--- config.mk ---
export PLATFORM = sky130hd
export DESIGN_NAME = rocl_loader
export DESIGN_NICKNAME = d
export VERILOG_FILES = /design/src/logic/rocl_pkg.sv /design/src/logic/rocl_word_reg.sv /design/src/logic/rocl_flash_capture.sv /design/src/logic/rocl_loader.sv
export SDC_FILE = /design/constraint.sdc
export NUM_CORES = 1
export LEC_CHECK = 0
export ABC_AREA = 1
export BUFFER_PORTS_ARGS = -buffer_cell sky130_fd_sc_hd__buf_4
export CORE_MARGIN = 1.5
export CORE_UTILIZATION = 45
export CTS_BUF_LIST = sky130_fd_sc_hd__clkbuf_16
export DETAILED_ROUTE_END_ITERATION = 8
export PLACE_DENSITY = 0.84
export SLEW_MARGIN = 20
export SYNTH_ARGS = -nofsm -noshare
export SYNTH_HDL_FRONTEND = slang
export SYNTH_SLANG_ARGS = --single-unit
--- constraint.sdc ---
create_clock -name clk_sys -period 2.8 [get_ports clk_sys]
set_clock_uncertainty 0.1 [all_clocks]
set_input_delay 0.28 -clock clk_sys [delete_from_list [all_inputs] [get_ports clk_sys]]
set_output_delay 0.28 -clock clk_sys [all_outputs]
set_load 0.02 [all_outputs]
--- src/logic/rocl_pkg.sv ---
package rocl_pkg;

	// ------------------------------------------------------------
	// flash locations
	// ------------------------------------------------------------
	localparam logic [23:0] OPTION_BYTE_ADDR  = 24'hFFFE0E;
	localparam logic [23:0] BG_SUPPLY_ADDR    = 24'h1FC040;
	localparam logic [23:0] BG_PADS_ADDR      = 24'h1FC042;
	localparam logic [23:0] TRIM_WORD_ADDR    = 24'h1FC0B8;

	// ------------------------------------------------------------
	// option byte, bandgap word and trim word fields
	// ------------------------------------------------------------
	localparam int RATE_LSB      = 0;
	localparam int RATE_W        = 3;
	localparam int WIN_BIT       = 3;
	localparam int ACLK_TRIM_LSB = 10;
	localparam int ACLK_TRIM_W   = 6;
	localparam int HT_TRIM_LSB   = 0;
	localparam int HT_TRIM_W     = 4;
	localparam int BG_RESULT_LSB = 4;
	localparam int BG_RESULT_W   = 12;

	// ------------------------------------------------------------
	// apb register byte offsets
	// ------------------------------------------------------------
	localparam logic [11:0] REG_WDOG_CTL  = 12'h000;
	localparam logic [11:0] REG_STATUS    = 12'h004;
	localparam logic [11:0] REG_BG_SUPPLY = 12'h008;
	localparam logic [11:0] REG_BG_PADS   = 12'h00C;
	localparam logic [11:0] REG_TRIM      = 12'h010;

	// ------------------------------------------------------------
	// reset values
	// ------------------------------------------------------------
	localparam logic [2:0]  RATE_RST  = 3'h0;
	localparam logic        WIN_RST   = 1'b0;
	localparam logic [15:0] WORD_RST  = 16'h0000;

	typedef enum logic [2:0] {
		LD_IDLE   = 3'b000,
		LD_OPTION = 3'b001,
		LD_BG_SUP = 3'b010,
		LD_BG_PAD = 3'b011,
		LD_TRIM   = 3'b100,
		LD_DONE   = 3'b101
	} rocl_state_e;

	typedef struct packed {
		logic        req;
		logic [23:0] addr;
	} rocl_frd_req_s;

	typedef struct packed {
		logic        valid;
		logic [15:0] data;
	} rocl_frd_rsp_s;

	typedef struct packed {
		logic [2:0] timeout_rate;
		logic       window_enable;
	} rocl_wdog_s;

endpackage

--- src/logic/rocl_word_reg.sv ---
`timescale 1ns/100ps
module rocl_word_reg
	import rocl_pkg::*;
#(
	parameter int W = 16
)(
	input  wire logic         clk_sys,
	input  wire logic         rst_n,
	input  wire logic         ce,
	input  wire logic         load,
	input  wire logic [W-1:0] din,
	output logic      [W-1:0] dout
);
	always_ff @(posedge clk_sys or negedge rst_n)
	begin
		if (!rst_n)
			dout <= '0;
		else if (ce && load)
			dout <= din;
	end
endmodule

--- src/logic/rocl_flash_capture.sv ---
`timescale 1ns/100ps
module rocl_flash_capture
	import rocl_pkg::*;
(
	input  wire logic          clk_sys,
	input  wire logic          rst_n,
	input  wire logic          ce,
	input  wire logic [1:0]    sel,
	input  wire logic          load,
	input  wire logic [15:0]   din,
	output logic      [15:0]   bg_supply,
	output logic      [15:0]   bg_pads,
	output logic      [15:0]   trim
);
	logic [2:0] ld;

	// ------------------------------------------------------------
	// word store for information row values
	// ------------------------------------------------------------
	assign ld[0] = load && (sel == 2'h0);
	assign ld[1] = load && (sel == 2'h1);
	assign ld[2] = load && (sel == 2'h2);

	rocl_word_reg #(.W(16)) u_sup (
		.clk_sys (clk_sys),
		.rst_n   (rst_n),
		.ce      (ce),
		.load    (ld[0]),
		.din     (din),
		.dout    (bg_supply)
	);
	rocl_word_reg #(.W(16)) u_pad (
		.clk_sys (clk_sys),
		.rst_n   (rst_n),
		.ce      (ce),
		.load    (ld[1]),
		.din     (din),
		.dout    (bg_pads)
	);
	rocl_word_reg #(.W(16)) u_trim (
		.clk_sys (clk_sys),
		.rst_n   (rst_n),
		.ce      (ce),
		.load    (ld[2]),
		.din     (din),
		.dout    (trim)
	);
endmodule

--- src/logic/rocl_loader.sv ---
// The implementer's own choices: the placing of the registers and the APB interface to the registers.
`timescale 1ns/100ps
module rocl_loader
	import rocl_pkg::*;
(
	input  wire logic                   clk_sys,
	input  wire logic                   rst_n,
	input  wire logic                   ce,
	output rocl_pkg::rocl_frd_req_s     flash_req,
	input  wire rocl_pkg::rocl_frd_rsp_s flash_rsp,
	output logic                        cpu_hold,
	output rocl_pkg::rocl_wdog_s        wdog,
	output logic [5:0]                  autonomous_clock_trim,
	output logic [3:0]                  high_temp_sensor_trim,
	input  wire logic                   psel,
	input  wire logic                   penable,
	input  wire logic                   pwrite,
	input  wire logic [11:0]            paddr,
	input  wire logic [31:0]            pwdata,
	output logic [31:0]                 prdata,
	output logic                        pready,
	output logic                        pslverr
);
	import rocl_pkg::*;

	rocl_state_e state_q;
	rocl_state_e state_d;
	logic [15:0] bg_supply;
	logic [15:0] bg_pads;
	logic [15:0] trim;
	logic [1:0]  cap_sel;
	logic        cap_load;
	logic        take;
	logic        apb_setup;
	logic        wr_ctl;
	logic        mapped;
	logic [31:0] rd_d;

	// ------------------------------------------------------------
	// reset-time load sequencer
	// ------------------------------------------------------------
	assign take = flash_rsp.valid && flash_req.req;

	always_comb
	begin
		state_d = state_q;
		case (state_q)
			LD_IDLE:   state_d = LD_OPTION;
			LD_OPTION: if (take) state_d = LD_BG_SUP;
			LD_BG_SUP: if (take) state_d = LD_BG_PAD;
			LD_BG_PAD: if (take) state_d = LD_TRIM;
			LD_TRIM:   if (take) state_d = LD_DONE;
			LD_DONE:   state_d = LD_DONE;
			default:   state_d = LD_IDLE;
		endcase
	end

	always_ff @(posedge clk_sys or negedge rst_n)
	begin
		if (!rst_n)
			state_q <= LD_IDLE;
		else if (ce)
			state_q <= state_d;
	end

	// ------------------------------------------------------------
	// flash read request, registered
	// ------------------------------------------------------------
	always_ff @(posedge clk_sys or negedge rst_n)
	begin
		if (!rst_n)
			flash_req <= '0;
		else if (ce)
		begin
			flash_req.req <= 1'b0;
			case (state_d)
				LD_OPTION:
				begin
					flash_req.req  <= 1'b1;
					flash_req.addr <= OPTION_BYTE_ADDR;
				end
				LD_BG_SUP:
				begin
					flash_req.req  <= 1'b1;
					flash_req.addr <= BG_SUPPLY_ADDR;
				end
				LD_BG_PAD:
				begin
					flash_req.req  <= 1'b1;
					flash_req.addr <= BG_PADS_ADDR;
				end
				LD_TRIM:
				begin
					flash_req.req  <= 1'b1;
					flash_req.addr <= TRIM_WORD_ADDR;
				end
				default:
					flash_req.req <= 1'b0;
			endcase
		end
	end

	// ------------------------------------------------------------
	// processor hold
	// ------------------------------------------------------------
	always_ff @(posedge clk_sys or negedge rst_n)
	begin
		if (!rst_n)
			cpu_hold <= 1'b1;
		else if (ce)
			cpu_hold <= (state_d != LD_DONE);
	end

	// ------------------------------------------------------------
	// watchdog fields: flash load once, then software
	// ------------------------------------------------------------
	assign apb_setup = psel && !penable;
	assign wr_ctl = psel && penable && pwrite && (paddr == REG_WDOG_CTL)
		&& (state_q == LD_DONE);

	always_ff @(posedge clk_sys or negedge rst_n)
	begin
		if (!rst_n)
			wdog <= '{timeout_rate: RATE_RST, window_enable: WIN_RST};
		else if (ce)
		begin
			if (state_q == LD_OPTION && take)
			begin
				wdog.timeout_rate <=
					~flash_rsp.data[RATE_LSB +: RATE_W];
				wdog.window_enable <= ~flash_rsp.data[WIN_BIT];
			end
			else if (wr_ctl)
			begin
				wdog.timeout_rate  <= pwdata[RATE_LSB +: RATE_W];
				wdog.window_enable <= pwdata[WIN_BIT];
			end
		end
	end

	// ------------------------------------------------------------
	// information row capture
	// ------------------------------------------------------------
	always_comb
	begin
		cap_load = take && (state_q == LD_BG_SUP || state_q == LD_BG_PAD
			|| state_q == LD_TRIM);
		case (state_q)
			LD_BG_SUP: cap_sel = 2'h0;
			LD_BG_PAD: cap_sel = 2'h1;
			default:   cap_sel = 2'h2;
		endcase
	end

	// bandgap words stored as read; production averaged value
	rocl_flash_capture u_cap (
		.clk_sys   (clk_sys),
		.rst_n     (rst_n),
		.ce        (ce),
		.sel       (cap_sel),
		.load      (cap_load),
		.din       (flash_rsp.data),
		.bg_supply (bg_supply),
		.bg_pads   (bg_pads),
		.trim      (trim)
	);

	always_ff @(posedge clk_sys or negedge rst_n)
	begin
		if (!rst_n)
		begin
			autonomous_clock_trim <= '0;
			high_temp_sensor_trim <= '0;
		end
		else if (ce)
		begin
			autonomous_clock_trim <=
				trim[ACLK_TRIM_LSB +: ACLK_TRIM_W];
			high_temp_sensor_trim <=
				trim[HT_TRIM_LSB +: HT_TRIM_W];
		end
	end

	// no periodic timer clock pin exists on this block

	// ------------------------------------------------------------
	// apb slave: one wait-free access, read data registered
	// ------------------------------------------------------------
	always_comb
	begin
		mapped = 1'b1;
		rd_d   = '0;
		case (paddr)
			REG_WDOG_CTL:
			begin
				rd_d[RATE_LSB +: RATE_W] = wdog.timeout_rate;
				rd_d[WIN_BIT]            = wdog.window_enable;
			end
			REG_STATUS:    rd_d[0] = (state_q == LD_DONE);
			REG_BG_SUPPLY:
				rd_d[BG_RESULT_W-1:0] =
					bg_supply[BG_RESULT_LSB +: BG_RESULT_W];
			REG_BG_PADS:
				rd_d[BG_RESULT_W-1:0] =
					bg_pads[BG_RESULT_LSB +: BG_RESULT_W];
			REG_TRIM:      rd_d[15:0] = trim;
			default:       mapped = 1'b0;
		endcase
	end

	always_ff @(posedge clk_sys or negedge rst_n)
	begin
		if (!rst_n)
		begin
			prdata  <= '0;
			pready  <= 1'b0;
			pslverr <= 1'b0;
		end
		else if (ce)
		begin
			pready  <= apb_setup;
			pslverr <= apb_setup && !mapped;
			if (apb_setup && !pwrite)
				prdata <= rd_d;
		end
	end
endmodule

==> results.py <==
metrics = {
    "drt": {
        "vias": 3489,
        "ant_nets": 0,
        "via_per_inst": 5.192,
        "drt_first_pass_iters": 7,
        "wirelength_mm": 9.782,
        "dr.first_iter.drc_count": 236,
        "drt_drc_violations_left": 5,
        "avgRoutedWirePerCell_microns": 14.56,
    },
    "placement": {
        "placed_cell_area_sq_mm": 0.004708,
        "hpwl_mm": 6.724,
        "placedCellCount": 654,
        "gp_congestion": 0.8215,
        "io_buffers": 94,
    },
    "sta": {
        "fmax_mhz": 577.9,
        "setup_violations": 0,
        "slew_headroom": 0.6226,
        "whs_ns": 0.08604,
        "fin_crit_ns": 1.730,
        "grt_setup_unrepaired": "no",
        "hold_violations": 0,
        "post-route-period-util": 0.6180,
        "report.final.slew_viol_count": 0,
        "worst_pin_slew_ns": 0.5655,
        "tns_ns": 0,
    },
    "synth": {
        "yosysWarnings": 0,
        "synthCells": 480,
        "syn_area_sq_mm": 0.004135,
        "syn_avg_cell_area_sq_um": 8.615,
        "yosys_register_bits": 83,
        "yosysSeqAreaShare": 0.5026,
        "ys_types": 33,
    },
    "die": {
        "rows": 34,
        "core_area_sq_mm": 0.008806,
        "die_x_microns": 98.86,
        "io_pins": 141,
        "die_y_microns": 98.86,
        "start_util": 0.4696,
        "dieArea_sq_mm": 0.009773,
    },
    "clock_tree": {
        "cts.sinks": 83,
        "cts_root_buf": "clkbuf_16",
        "post_cts_buffers": 0,
        "path_clk_slew_ns": 0.06,
        "cts.path.max_buffers": 2,
        "cts_buffers": 9,
        "htreeDepth": 3,
        "cts_tree": "built",
        "clkLatencyLatePin_ns": 0.34,
    },
    "run_status": {
        "violations": "design-rule violations",
        "status": "finished, violations left",
    },
    "global_routing": {
        "grt_max_degree": 84,
        "grt_pass1_vias": 3360,
        "antenna_found_initial": 0,
        "grt_remaining_overflow": 0,
        "grt_pass1_wl_mm": 15.70,
        "track_usage": 0.2050,
    },
    "critical_path": {
        "timing.critical_path.buf_inv": 0,
        "r2r-end": "u_cap.u_trim.dout[0]",
        "crit_type": "reg -> reg",
        "rrSetupSlack_ns": 1.07,
        "cpPeakStageDelay_ns": 0.42,
        "critPathSlowestCell": "mux2_4",
        "cp-start-kind": "flop",
        "worst-path-max-fanout": 28,
        "worstPathRequired_ns": 2.93,
        "cp.depth": 4,
        "crit_start": "flash_req[24]",
        "critical_path.top_delay_family": "simple AND/OR/NAND/NOR gates",
        "r2r-start": "flash_req[24]",
        "path_cells": "nand2_1, nor2_2, nand3_4, mux2_4",
        "arrival_ns": 1.86,
        "crit_path_end_kind": "flop",
        "rr_worst_depth": 4,
    },
    "min_path": {
        "holdCritPathClass": "in -> reg",
        "hold_start": "flash_rsp[3]",
        "worstHoldEndpoint": "u_cap.u_trim.dout[3]",
        "min_path_cells": 2,
    },
    "finish": {
        "diodes": 0,
        "drive_gt1_frac": 0.2801,
        "n_fill_cell": 767,
        "area_delta_synth_final_pct": 21.85,
        "final_nets": 626,
        "fin_area_sq_mm": 0.005039,
        "fin_util": 0.5722,
        "final_cells": 672,
    },
    "power": {
        "power.density_mw_per_mm2": 849.0,
        "peakVddDrop_mv": 0.3414,
        "p_sw_frac": 0.3570,
        "p_switching_mw": 1.527,
        "p_int_mw": 2.751,
        "power.leakage_nw": 2.715,
        "p_comb_frac": 0.301,
        "clkPwrFrac": 0.274,
        "seqPwrFrac": 0.425,
    },
    "job": {
        "max-cap-violations": 0,
    },
}
==> cell usage after synthesis (all sizes together) <==
library cell,count,area share
a21oi,4,0.0057
nand2,181,0.17
a31oi,1,0.0015
o211ai,1,0.0018
nand4,4,0.011
buf,44,0.081
dfstp,1,0.0064
mux2,4,0.015
nor3,3,0.0091
nor2,25,0.040
clkbuf,3,0.0027
nand3,43,0.059
conb,1,0.00091
o21ai,52,0.074
inv,30,0.028
or2,1,0.0015
dfrtp,82,0.50
==> metal layers <==
metal,vias up,part of all wire,global-route usage,routed length (microns)
met5,-,0,0,0
met2,128,0.50,0.3422,4916
met1,1688,0.41,0.2525,4015
li1,1647,-,-,-
met3,26,0.058,0.04113,570
met4,0,0.029,0.1055,280
==> state kept, by name, summed over array words and instances, names as in the netlist <==
name,count
high_temp_sensor_trim,4
flash_req,7
u_cap.u_sup.dout,12
autonomous_clock_trim,6
cpu_hold,1
pslverr,1
u_cap.u_pad.dout,12
pready,1
wdog,4
prdata,16
u_cap.u_trim.dout,16
state_q,3
==> through the flow <==
stage	worst slack (ns)	power [mW]
after global placement	1.019	3.032
after floorplan	1.292	2.701
final	1.070	4.278
after global routing	0.9339	4.495
after detailed placement	0.9693	3.091
after CTS	1.080	4.270
==> cell families after synthesis <==
logic type,Yosys count,share of synthesized area
DFF,83,0.5026
and+or+nand+nor,257,0.2874
buffers and inverters,77,0.1116
AOI/OAI and AO/OA,58,0.08290
muxes,4,0.01452
other,1,0.0009068
==> worst max path at each step <==
stage	end
after floorplan	u_cap.u_trim.dout[0]
after global placement	u_cap.u_trim.dout[1]
after detailed placement	wdog[2]
after CTS	u_cap.u_trim.dout[0]
after global routing	u_cap.u_trim.dout[1]
final	u_cap.u_trim.dout[0]
==> layout by cell type, fill, tap and decap left out, types with 6 or more instances in the layout <==
cell type  synthesis  routed
conb_1             1      18
buf_4             36      96
o21ai_2           12      12
inv_1             23      23
inv_2              6       6
nor2_1            16      16
o21ai_0           13      13
nand3_1           40      40
o21ai_1           27      27
dfrtp_1           82      82
nand2_1          177     177
clkbuf_16          0       9
==> power by group through the flow <==
stage	Clock, mW	Sequential, mW	Combinational, mW
after floorplan	0	1.90	0.800
after global placement	0	1.81	1.22
after detailed placement	0	1.83	1.26
after CTS	1.18	1.81	1.28
after global routing	1.24	1.85	1.40
final	1.17	1.82	1.29
==> worst register-to-register path, cell delays in order, from the launching register on <==
cell	delay [ns]
dfrtp_1	0.37
nand2_1	0.16
nor2_2	0.20
nand3_4	0.36
mux2_4	0.42
==> final cells by class <==
class                      instances  area (sq um)  share of cell area
clock buffer                       9         225.2             0.04470
clock inverter                     7         67.56             0.01341
inverter                          30         115.1             0.02285
multi-input combinational        337          1659              0.3293
sequential                        83          2078              0.4125
tap                              108         135.1             0.02682
timing repair buffer              98         758.2              0.1505
==> timing repair <==
action / 4_1_cts / 5_1_grt
endpoints found under the hold margin: 0 / 30
hold buffers: 0 / 1
resized for setup: 0 / 0
Note: power is estimated with default switching activity, not from simulation.
